## src/design/irq_cause_defs.vh

```
`ifndef IRQ_CAUSE_DEFS_VH
`define IRQ_CAUSE_DEFS_VH

// ********************************************************
// Frame layout
// ********************************************************
`define FRAME_BITS 5'h10
`define ADDR_HI 15
`define ADDR_LO 14
`define READ_REG_CHOICE_BIT 13
`define READ_WITHOUT_WRITE_BIT 12
`define CAUSE_ADDR 2'h1

// ********************************************************
// Interrupt cause register
// ********************************************************
`define CAUSE_WIDTH 12
`define CAUSE_RESET 12'h000
`define CAUSE_VALID_MASK 12'hDDD
`define WDT_TIMEOUT_BIT 11
`define OVERTEMP_BIT 10
`define SPI_CLOCK_COUNT_BIT 8
`define BATTERY_FAIL_BIT 7
`define SUPPLY_FAIL_BIT 6
`define LIN_FAULT_BIT 4
`define LOCAL_WAKE_BIT 3
`define WDT_RESTART_BIT 2
`define LIN_WAKE_BIT 0
`define LIN_STATUS_WIDTH 3

// ********************************************************
// Timing
// ********************************************************
`define CLK_PERIOD_NS 10
`define T_IRQ_OUT_N_NS 2000
`define T_IRQ_OUT_N_CYC ((`T_IRQ_OUT_N_NS + `CLK_PERIOD_NS - 1) / `CLK_PERIOD_NS)
`define HOLD_CNT_WIDTH 12

`endif

```

## src/design/irq_cause_reg.v

```verilog
// Overview of operation
// - Address 01 with bit12 set: read only
// - Address 01, bit12 clear: read, write enables
// - Bit 10 flags temperature warning change
// - Bits 9, 5, 1 always read zero
// - Bit 8 flags frames not sixteen clocks
// - Wrong clock count discards whole frame
// - Bit 7 flags battery sense falling edge
// - Bit 6 flags regulator one/three ok loss
// - Bit 4 flags LIN failure status change
// - Bit 3 flags local wake falling edge
// - Bit 2 flags watchdog restart while off
// - Read or reset clears; no events lost
// - Interrupt pin released awhile after read
// - Bit 11 flags standby watchdog overflow
// - Bit 0 flags LIN bus wake-up
`timescale 1ns/10ps
`include "irq_cause_defs.vh"

module irq_cause_reg (
  input wire clk_sys_i,
  input wire resetn_i,
  input wire ce_i,
  input wire sck_i,
  input wire sdi_i,
  input wire scs_n_i,
  input wire temp_warning_state_i,
  input wire battery_sense_i,
  input wire reg1_ok_bit_i,
  input wire reg3_ok_bit_i,
  input wire [`LIN_STATUS_WIDTH-1:0] lin_fail_status_i,
  input wire local_wake_pin_i,
  input wire wdt_restart_evt_i,
  input wire wdt_timeout_evt_i,
  input wire lin_wake_evt_i,
  input wire [`CAUSE_WIDTH-1:0] irq_enable_i,
  output wire sdo_o,
  output wire sdo_oe_o,
  output reg irq_out_n_o,
  output reg enable_wr_o,
  output reg [`CAUSE_WIDTH-1:0] enable_data_o
);

  // ********************************************************
  // Decode helpers
  // ********************************************************
  function is_cause_addr;
    input [15:0] word;
    begin
      is_cause_addr = (word[`ADDR_HI:`ADDR_LO] == `CAUSE_ADDR);
    end
  endfunction

  // ********************************************************
  // State
  // ********************************************************
  localparam [`CAUSE_WIDTH-1:0] VALID_MASK = `CAUSE_VALID_MASK;
  // The hold count is an integer; only the counter's width is loaded
  localparam [31:0] HOLD_LOAD = `T_IRQ_OUT_N_CYC;

  reg [`CAUSE_WIDTH-1:0] cause;
  reg [`CAUSE_WIDTH-1:0] snap;
  reg [`CAUSE_WIDTH-1:0] fresh;
  reg [`HOLD_CNT_WIDTH-1:0] hold_cnt;
  reg primed;
  reg tws_q;
  reg sense_q;
  reg ok1_q;
  reg ok3_q;
  reg [`LIN_STATUS_WIDTH-1:0] lin_q;
  reg wake_q;

  wire frame_start;
  wire frame_done;
  wire frame_ok;
  wire [15:0] rx_word;
  wire read_hit;
  reg [`CAUSE_WIDTH-1:0] set_vec;
  wire [`CAUSE_WIDTH-1:0] clr_vec;
  wire [`CAUSE_WIDTH-1:0] next_cause;
  reg next_irq_out_n;

  // ********************************************************
  // Serial frame port
  // ********************************************************
  // Upper command bits echo as zero; the host only needs the flags
  spi_frame_port u_port (
    .clk_sys_i(clk_sys_i),
    .resetn_i(resetn_i),
    .ce_i(ce_i),
    .sck_i(sck_i),
    .sdi_i(sdi_i),
    .scs_n_i(scs_n_i),
    .load_word_i({4'h0, cause}),
    .frame_start_o(frame_start),
    .frame_done_o(frame_done),
    .frame_ok_o(frame_ok),
    .rx_word_o(rx_word),
    .sdo_o(sdo_o),
    .sdo_oe_o(sdo_oe_o)
  );

  // Only a complete frame to the cause address counts as a read
  assign read_hit = frame_ok & is_cause_addr(rx_word);

  // ********************************************************
  // Source event detection
  // ********************************************************
  // Edges are ignored until one sample exists, so reset is no edge
  always @* begin
    set_vec = `CAUSE_RESET;
    set_vec[`WDT_TIMEOUT_BIT] = wdt_timeout_evt_i;
    set_vec[`OVERTEMP_BIT] = primed &
      (tws_q ^ temp_warning_state_i);
    set_vec[`SPI_CLOCK_COUNT_BIT] = frame_done & ~frame_ok;
    set_vec[`BATTERY_FAIL_BIT] = primed &
      sense_q & ~battery_sense_i;
    set_vec[`SUPPLY_FAIL_BIT] = primed &
      ((ok1_q & ~reg1_ok_bit_i) | (ok3_q & ~reg3_ok_bit_i));
    set_vec[`LIN_FAULT_BIT] = primed &
      (|(lin_q ^ lin_fail_status_i));
    set_vec[`LOCAL_WAKE_BIT] = primed &
      wake_q & ~local_wake_pin_i;
    set_vec[`WDT_RESTART_BIT] = wdt_restart_evt_i;
    set_vec[`LIN_WAKE_BIT] = lin_wake_evt_i;
  end

  always @(posedge clk_sys_i or negedge resetn_i) begin
    if (!resetn_i) begin
      primed <= 1'b0;
      tws_q <= 1'b0;
      sense_q <= 1'b0;
      ok1_q <= 1'b0;
      ok3_q <= 1'b0;
      lin_q <= {`LIN_STATUS_WIDTH{1'b0}};
      wake_q <= 1'b0;
    end else if (ce_i) begin
      primed <= 1'b1;
      tws_q <= temp_warning_state_i;
      sense_q <= battery_sense_i;
      ok1_q <= reg1_ok_bit_i;
      ok3_q <= reg3_ok_bit_i;
      lin_q <= lin_fail_status_i;
      wake_q <= local_wake_pin_i;
    end
  end

  // ********************************************************
  // Read snapshot
  // ********************************************************
  // A flag raised after the word left for the host must survive the
  // clear, so only bits the host saw and nothing re-raised are cleared
  always @(posedge clk_sys_i or negedge resetn_i) begin
    if (!resetn_i) begin
      snap <= `CAUSE_RESET;
      fresh <= `CAUSE_RESET;
    end else if (ce_i) begin
      if (frame_start) begin
        snap <= cause;
        fresh <= set_vec;
      end else begin
        fresh <= fresh | set_vec;
      end
    end
  end

  assign clr_vec = read_hit ? (snap & ~fresh & ~set_vec) :
    `CAUSE_RESET;

  // ********************************************************
  // Cause flags
  // ********************************************************
  genvar gi;
  generate
    for (gi = 0; gi < `CAUSE_WIDTH; gi = gi + 1) begin : g_flag
      // Set wins over clear; reserved positions never store
      assign next_cause[gi] = VALID_MASK[gi] ?
        (set_vec[gi] | (cause[gi] & ~clr_vec[gi])) :
        1'b0;
      always @(posedge clk_sys_i or negedge resetn_i) begin
        if (!resetn_i) begin
          cause[gi] <= 1'b0;
        end else if (ce_i) begin
          cause[gi] <= next_cause[gi];
        end
      end
    end
  endgenerate

  // ********************************************************
  // Enable register write request
  // ********************************************************
  // The enable register lives outside; it is told once per good cause-address frame with bit12 clear
  always @(posedge clk_sys_i or negedge resetn_i) begin
    if (!resetn_i) begin
      enable_wr_o <= 1'b0;
      enable_data_o <= `CAUSE_RESET;
    end else if (ce_i) begin
      enable_wr_o <= read_hit &
        ~rx_word[`READ_WITHOUT_WRITE_BIT];
      if (read_hit & ~rx_word[`READ_WITHOUT_WRITE_BIT]) begin
        enable_data_o <= rx_word[`CAUSE_WIDTH-1:0];
      end
    end
  end

  // ********************************************************
  // Interrupt pin
  // ********************************************************
  // The release gap forces a new falling edge for pending flags
  always @* begin
    next_irq_out_n = 1'b1;
    if ((hold_cnt == {`HOLD_CNT_WIDTH{1'b0}}) && !read_hit) begin
      next_irq_out_n = ~(|(next_cause & irq_enable_i));
    end
  end

  always @(posedge clk_sys_i or negedge resetn_i) begin
    if (!resetn_i) begin
      hold_cnt <= {`HOLD_CNT_WIDTH{1'b0}};
      irq_out_n_o <= 1'b1;
    end else if (ce_i) begin
      if (read_hit) begin
        hold_cnt <= HOLD_LOAD[`HOLD_CNT_WIDTH-1:0];
      end else if (hold_cnt != {`HOLD_CNT_WIDTH{1'b0}}) begin
        hold_cnt <= hold_cnt - 1'b1;
      end
      irq_out_n_o <= next_irq_out_n;
    end
  end

endmodule // irq_cause_reg

```

## src/design/spi_frame_port.v

```verilog
`timescale 1ns/10ps
`include "irq_cause_defs.vh"

module spi_frame_port (
  input wire clk_sys_i,
  input wire resetn_i,
  input wire ce_i,
  input wire sck_i,
  input wire sdi_i,
  input wire scs_n_i,
  input wire [15:0] load_word_i,
  output wire frame_start_o,
  output wire frame_done_o,
  output wire frame_ok_o,
  output wire [15:0] rx_word_o,
  output reg sdo_o,
  output reg sdo_oe_o
);

  reg sck_q;
  reg cs_n_q;
  reg [15:0] shift_in;
  reg [15:0] shift_out;
  reg [4:0] bit_cnt;

  wire cs_fall = cs_n_q & ~scs_n_i;
  wire cs_rise = ~cs_n_q & scs_n_i;
  wire sck_rise = ~sck_q & sck_i & ~scs_n_i;
  wire sck_fall = sck_q & ~sck_i & ~scs_n_i;

  assign frame_start_o = cs_fall;
  assign frame_done_o = cs_rise;
  // Any count but exactly sixteen voids the whole frame
  assign frame_ok_o = cs_rise & (bit_cnt == `FRAME_BITS);
  assign rx_word_o = shift_in;

  // ********************************************************
  // Shift engine
  // ********************************************************
  always @(posedge clk_sys_i or negedge resetn_i) begin
    if (!resetn_i) begin
      sck_q <= 1'b0;
      cs_n_q <= 1'b1;
      shift_in <= 16'h0000;
      shift_out <= 16'h0000;
      bit_cnt <= 5'h00;
      sdo_o <= 1'b0;
      sdo_oe_o <= 1'b0;
    end else if (ce_i) begin
      sck_q <= sck_i;
      cs_n_q <= scs_n_i;
      if (cs_fall) begin
        shift_out <= load_word_i;
        sdo_o <= load_word_i[15];
        sdo_oe_o <= 1'b1;
        bit_cnt <= 5'h00;
      end else if (cs_rise) begin
        sdo_oe_o <= 1'b0;
      end else begin
        if (sck_rise) begin
          shift_in <= {shift_in[14:0], sdi_i};
          // Saturate so that long frames stay recognisably wrong
          if (bit_cnt != 5'h1F) begin
            bit_cnt <= bit_cnt + 5'h01;
          end
        end
        if (sck_fall) begin
          shift_out <= {shift_out[14:0], 1'b0};
          sdo_o <= shift_out[14];
        end
      end
    end
  end

endmodule // spi_frame_port
```

## config.mk

```make
export PLATFORM = sky130hd
export DESIGN_NAME = irq_cause_reg
export DESIGN_NICKNAME = d
export VERILOG_FILES = /design/src/design/irq_cause_reg.v /design/src/design/spi_frame_port.v
export VERILOG_INCLUDE_DIRS = /design/src /design/src/design
export SDC_FILE = /design/constraint.sdc
export NUM_CORES = 1
export LEC_CHECK = 0
export ABC_AREA = 0
export ABC_CLOCK_PERIOD_IN_PS = 2150
export BUFFER_PORTS_ARGS = -buffer_cell sky130_fd_sc_hd__buf_4
export CAP_MARGIN = 30
export CORE_UTILIZATION = 53
export CTS_CLUSTER_SIZE = 25
export DETAILED_ROUTE_END_ITERATION = 16
export PLACE_DENSITY = 0.76
export SLEW_MARGIN = 40
export SYNTH_ARGS = -nofsm -noshare
export SYNTH_HDL_FRONTEND = slang
export SYNTH_SLANG_ARGS = --single-unit
```

## constraint.sdc

```tcl
create_clock -name clk_sys_i -period 2.15 [get_ports clk_sys_i]
set_clock_uncertainty 0.05 [all_clocks]
set_input_delay 0.5375 -clock clk_sys_i [delete_from_list [all_inputs] [get_ports clk_sys_i]]
set_output_delay 0.5375 -clock clk_sys_i [all_outputs]
set_load 0.005 [all_outputs]
```

==> results of run 1 <==
[cell families (layout without fill, tap and decap cells)]
kind of cell / count (synthesis) / after routing / share of synthesized area, %
flops: 102 / 102 / 54.88
fa+ha+maj: 6 / 6 / 1.612
simple gates: 118 / 119 / 14.16
compound gates: 92 / 92 / 12.47
mux: 56 / 56 / 13.28
xor+xnor: 7 / 7 / 1.317
buf+inv: 25 / 95 / 2.284
[layout make-up]
class	count	area, µm²
clock buffer	9	123.9
clock inverter	7	96.34
fill	622	2768
inverter	12	45.04
multi-input combinational	280	2059
sequential	102	2556
tap	105	131.4
timing repair buffer	67	560.5
[metal layers]
metal  share of wire [%]  vias to the layer above  wire length (µm)  GRT usage, %
met1                  46                     1669              4290         29.51
met2                  49                       54              4594         37.20
met5                   0                        -                 0             0
met4                0.96                        0                90         5.970
met3                 3.9                       11               361         6.082
li1                    -                     1586                 -             -
[stage by stage]
step	TNS, ns	total power [µW]	area (µm²)	setup slack (ns)	cells
finish	0	4658	5573	0.07721	582
global route	0	4921	5573	0.002223	582
CTS	-0.008398	4643	5500	-0.007612	580
detailed placement	-0.2560	3357	5276	-0.1056	564
global placement	-0.5262	3309	5271	-0.07496	564
floorplan	0	3032	4656	0.03050	406
[placed cells by master, fill, tap and decap left out, types with 4 or more instances in the layout]
master and instances:
dfrtp_1 99, buf_4 61, mux2_2 46, nand2_1 44, o21ai_0 44, nor2_1 14
inv_1 12, nand2b_1 12, mux2i_1 10, a21oi_1 10, clkbuf_8 9, a22o_1 8
a21o_1 8, or3_1 8, nand3_1 6, ha_1 6, xor2_1 5, nor3_1 4
nor2b_1 4, buf_12 4
[critical path: stages, from the launching register on]
cell	delay, ns
dfrtp_1	0.41
or4_4	0.59
nor3_4	0.22
and4bb_4	0.31
buf_4	0.13
nor2_2	0.04
a311oi_2	0.24
[how the worst min path moves through the flow]
stage,cells past startpoint,from,end,slack [ns]
2_1_floorplan,0,resetn_i,cause[0],0.19
3_3_place_gp,2,fresh[2],fresh[2],0.40
3_5_place_dp,2,fresh[2],fresh[2],0.41
4_1_cts,2,resetn_i,enable_data_o[3],0.17
5_1_grt,2,resetn_i,u_port.bit_cnt[4],0.16
6_report,2,resetn_i,u_port.bit_cnt[4],0.11
[report_power, final]
group          switching [µW]  total, µW  internal [µW]
Combinational             480        960            480
Clock                     782       1270            486
Sequential                237       2430           2190
[state kept, by name, indices dropped and copies added (netlist names), 3 cells and up]
signal and flops:
cause 9, fresh 9, u_port.rx_word_o 16, hold_cnt 12
enable_data_o 12, snap 9, lin_q 3, u_port.bit_cnt 5
u_port.shift_out 15
[repair_timing]
item                       in CTS  in global routing
resized for setup               2                 10
pin swaps                       0                  1
setup endpoints to repair       4                 21
setup buffers                   0                  1
gates cloned                    0                  1
==> impl_metrics.py, run 1 <==
metrics = {
    "status": {
        "status": "finished, final reports clean",
    },
    "grt": {
        "antenna_found_initial": 0,
        "grt_pass1_wl_um": 15630,
        "globalRouteTotalUtil_pct": 22.53,
        "grt_max_degree": 103,
        "overflow": 0,
        "grt_pass1_vias": 3306,
    },
    "setup_path": {
        "cp.arrival_ns": 2.31,
        "reg2reg_slack_ns": 0.08,
        "worstSetupStartpoint": "hold_cnt[6]",
        "reg2reg_to": "hold_cnt[3]",
        "worstRegToRegCells": 6,
        "crit_fanout": 6,
        "critPathKind": "reg -> reg",
        "r2r-start": "hold_cnt[6]",
        "cp-end-kind": "register",
        "required_ns": 2.39,
        "setup.worst_path.end": "hold_cnt[3]",
        "crit_path_start_kind": "register",
    },
    "clock_tree": {
        "cts_htree_levels": 3,
        "ctsHoldBuffers": 0,
        "cts_tree": "yes",
        "clkTransAtPathRegs_ns": 0.10,
        "clk_root_buffer_cell": "clkbuf_8",
        "numCtsBuffers": 9,
        "clock-sinks": 102,
        "insertion_delay_ns": 0.39,
        "clock_path_buffers": 2,
    },
    "timing": {
        "finalSetupViolCount": 0,
        "fmax_ghz": 0.4824,
        "rsz0062_at_grt": "no",
        "fin_crit_ns": 2.073,
        "maxSlewHeadroom_pct": 61.99,
        "tightest_slew_ns": 0.5701,
        "drv_slew": 0,
        "finalCritPeriodShare_pct": 96.41,
        "hold_viol": 0,
        "holdWs_ns": 0.1077,
    },
    "floorplanning": {
        "io_pins": 45,
        "die_area_mm2": 0.009163,
        "dieWidth_um": 95.73,
        "start_util_pct": 55.82,
        "core_mm2": 0.008341,
        "rows": 33,
        "die_h_um": 95.73,
    },
    "flow_run": {
        "drv_cap": 0,
    },
    "hold_path": {
        "min_path_type": "in -> async",
    },
    "route": {
        "drc_errors": 0,
        "dr.pass1.iters": 4,
        "wire_per_inst_um": 16.04,
        "wl_um": 9336,
        "drtIter0Drc": 126,
        "num_vias": 3320,
        "ant_nets": 0,
        "vias_per_cell": 5.704,
    },
    "synth": {
        "seq_area_frac_synth_pct": 54.88,
        "yosysMostFrequentCell": "dfrtp_1",
        "yosys_register_bits": 102,
        "synth_top_cell_by_area": "dfrtp_1",
        "syn_area_mm2": 0.004656,
        "synth.avg_cell_area_um2": 11.47,
        "synth.top_cell.area_share_pct": 53.75,
        "ys_top_cells_by_area": "dfrtp_1, mux2_2, o21ai_0",
        "synth_cell_type_count": 57,
        "synth_nets": 441,
        "synth_edf_count": 0,
        "synth_ff_type": "dfrtp_1",
        "netlist_instances": 406,
        "synthTopCellsByCount": "dfrtp_1, mux2_2, o21ai_0",
        "yosysWarnings": 0,
        "synth_async_sr_flop_share_pct": 100.0,
    },
    "final_layout": {
        "fin_util_pct": 66.82,
        "layout-drive-gt1-share_pct": 31.24,
        "area_delta_synth_final_pct": 19.70,
        "n_antenna_cell": 0,
        "nNetsFinal": 507,
    },
    "placement": {
        "routabilityCongestion": 0.8346,
        "portBuffers": 41,
        "dpl.hpwl_um": 6576,
    },
    "power_and_ir_drop": {
        "vdd.ir_drop.worst_mv": 0.4563,
        "p_leak_uw": 0.002514,
        "powerDensity_mw_per_mm2": 835.8,
    },
}
(Power assumes the default switching activity.)
==> run 2: changes to the inputs <==
--- a/config.mk
+++ b/config.mk
@@ -7,11 +7,11 @@
 export NUM_CORES = 1
 export LEC_CHECK = 0
 export ABC_AREA = 0
-export ABC_CLOCK_PERIOD_IN_PS = 2150
+export ABC_CLOCK_PERIOD_IN_PS = 2700
 export BUFFER_PORTS_ARGS = -buffer_cell sky130_fd_sc_hd__buf_4
 export CAP_MARGIN = 30
-export CORE_UTILIZATION = 53
-export CTS_CLUSTER_SIZE = 25
+export CORE_UTILIZATION = 55
+export CTS_CLUSTER_SIZE = 12
 export DETAILED_ROUTE_END_ITERATION = 16
 export PLACE_DENSITY = 0.76
 export SLEW_MARGIN = 40
==> constraint.sdc (replaced) <==
create_clock -name clk_sys_i -period 2.7 [get_ports clk_sys_i]
set_clock_uncertainty 0.05 [all_clocks]
set_input_delay 0.675 -clock clk_sys_i [delete_from_list [all_inputs] [get_ports clk_sys_i]]
set_output_delay 0.675 -clock clk_sys_i [all_outputs]
set_load 0.005 [all_outputs]
==> run 2 against run 1 <==
Effect of this change:
- total power shrank 24%
- cell area is 3.9% lower
- combinational power shrank 29%
- register-to-register slack improved by 0.46 ns
- via count is 3.4% lower
- wire length is 1.5% lower
- sequential cell count unchanged
- critical endpoint is now hold_cnt[6]
- largest cell class unchanged
- highest routed layer unchanged
==> impl_metrics.py, run 2 (synthesized netlist as in run 1, its figures left out) <==
metrics = {
    "route": {
        "wl_met2_um": 4434,
        "drc_errors": 0,
        "ant_nets": 0,
        "wl_met1_um": 4304,
        "dr.pass1.iters": 4,
        "wire_per_inst_um": 16.13,
        "wl_met3_um": 355,
        "wl_um": 9193,
        "vias_per_cell": 5.626,
        "drtIter0Drc": 155,
        "routed.top_layer": "met4",
        "num_vias": 3207,
    },
    "floorplanning": {
        "dieWidth_um": 94.01,
        "core_mm2": 0.008217,
        "rows": 33,
        "die_area_mm2": 0.008837,
        "die_h_um": 94.01,
        "io_pins": 45,
        "start_util_pct": 56.66,
    },
    "timing": {
        "tightest_slew_ns": 0.3939,
        "rsz0062_at_grt": "no",
        "fin_setup_tns_ns": 0,
        "fmax_ghz": 0.4632,
        "drv_slew": 0,
        "fin_crit_ns": 2.159,
        "finalCritPeriodShare_pct": 79.95,
        "hold_viol": 0,
        "finalSetupViolCount": 0,
        "maxSlewHeadroom_pct": 73.74,
    },
    "setup_path": {
        "crit_path_start_kind": "register",
        "crit_fanout": 13,
        "required_ns": 2.97,
        "worst_path_max_delay_cell": "or4_1",
        "cp-end-kind": "register",
        "path_cells": "inv_1 -> ha_1 -> nand4bb_1 -> o21ai_0 -> and4bb_4 -> or4_1 -> nand3_1",
        "slowest_delay_ns": 0.47,
        "critPathKind": "reg -> reg",
        "cp.arrival_ns": 2.43,
    },
    "final_layout": {
        "n_antenna_cell": 0,
        "nNetsFinal": 495,
        "layout-drive-gt1-share_pct": 28.17,
        "area_delta_synth_final_pct": 15.00,
        "largest_register_ffs": 16,
        "final_cell_mix": "dfrtp_1, buf_4, mux2_2",
        "layout_commonest_cell": "dfrtp_1",
        "fillers": 650,
    },
    "clock_tree": {
        "clock_path_buffers": 2,
        "ctsHoldBuffers": 0,
        "cts_setup_buffers": 0,
        "cts_tree": "yes",
        "clk_root_buffer_cell": "clkbuf_8",
        "cts_htree_levels": 3,
        "numCtsBuffers": 9,
        "insertion_delay_ns": 0.38,
        "cts_resized": 0,
        "clkTransAtPathRegs_ns": 0.10,
        "clock-sinks": 102,
    },
    "grt": {
        "grt_pass1_wl_um": 15530,
        "globalRouteTotalUtil_pct": 23.17,
        "grt_pass1_vias": 3173,
        "grt_max_degree": 49,
        "overflow": 0,
        "antenna_found_initial": 0,
    },
    "power_and_ir_drop": {
        "p_seq_share_pct": 54.5,
        "power.share.combinational_pct": 19.1,
        "intPower_uw": 2434,
        "netSwitchingPower_uw": 1117,
        "p_total_uw": 3551,
        "switching_share_pct": 31.46,
        "vdd.ir_drop.worst_mv": 0.3922,
        "p_clk_share_pct": 26.4,
        "p_leak_uw": 0.002415,
        "powerDensity_mw_per_mm2": 663.2,
    },
    "hold_path": {
        "min_path_type": "in -> async",
    },
    "placement": {
        "routabilityCongestion": 0.7805,
        "dpl.hpwl_um": 6464,
        "portBuffers": 41,
    },
    "flow_run": {
        "drv_cap": 0,
    },
    "status": {
        "status": "finished, final reports clean",
    },
}
[run 2: cell types whose count changed in the layout (fill, tap and decap cells not counted), sizes merged]
cell / change
and4bb: -1
buf: -11
clkinv: +1
clkinvlp: +1
inv: -2
[run 2: cell type report]
class	count	area, µm²	share of cell area [%]
clock inverter	7	71.32	1.332
sequential	102	2555	47.72
clock buffer	9	123.9	2.314
inverter	12	45.04	0.8413
timing repair buffer	56	432.9	8.086
tap	105	131.4	2.454
multi-input combinational	279	1994	37.25
[run 2: final timing paths]
kind	start	endpoint	slack, ns	cells past startpoint
setup / recovery	u_port.bit_cnt[0]	hold_cnt[6]	0.54	7
hold / removal	resetn_i	u_port.shift_out[12]	0.17	1
setup reg to reg	u_port.bit_cnt[0]	hold_cnt[6]	0.54	7
hold reg to reg	fresh[0]	fresh[0]	0.43	2
max in group asynchronous	resetn_i	u_port.rx_word_o[11]	1.77	2
min in group clk_sys_i	fresh[0]	fresh[0]	0.43	2
[run 2: worst max-delay path, delay by kind of cell, from the launching register on]
kind	cells	cell delay [ns]
AOI/OAI and AO/OA	1	0.33
adders and majority gates	1	0.15
buffers and inverters	1	0.08
DFF	1	0.44
and+or+nand+nor	4	1.06
[run 2: routing by layer]
metal	up-vias	track usage, %
met4	0	6.538
met1	1580	31.12
li1	1560	-
met5	-	0
met3	8	5.421
met2	59	37.65
[run 2: stage by stage]
step | instances | hold WS [ns] | setup WS (ns) | instance area [µm²] | util, %
4_1_cts | 570 | 0.1700 | 0.5277 | 5354 | 65.16
2_1_floorplan | 406 | 0.3294 | 0.4430 | 4656 | -
6_report | 570 | 0.1656 | 0.5412 | 5354 | 65.16
5_1_grt | 570 | 0.1828 | 0.3740 | 5354 | 65.16
3_5_place_dp | 554 | 0.4082 | 0.2557 | 5159 | 62.78
3_3_place_gp | 554 | 0.3982 | 0.2856 | 5159 | 62.78
[run 2: power by group through the flow]
stage	logic, µW	registers, µW	clock network (µW)
after floorplan	503	1910	0
after global placement	652	1950	0
after detailed placement	680	1960	0
after CTS	684	1930	960
after global routing	770	1970	1010
final	679	1940	937
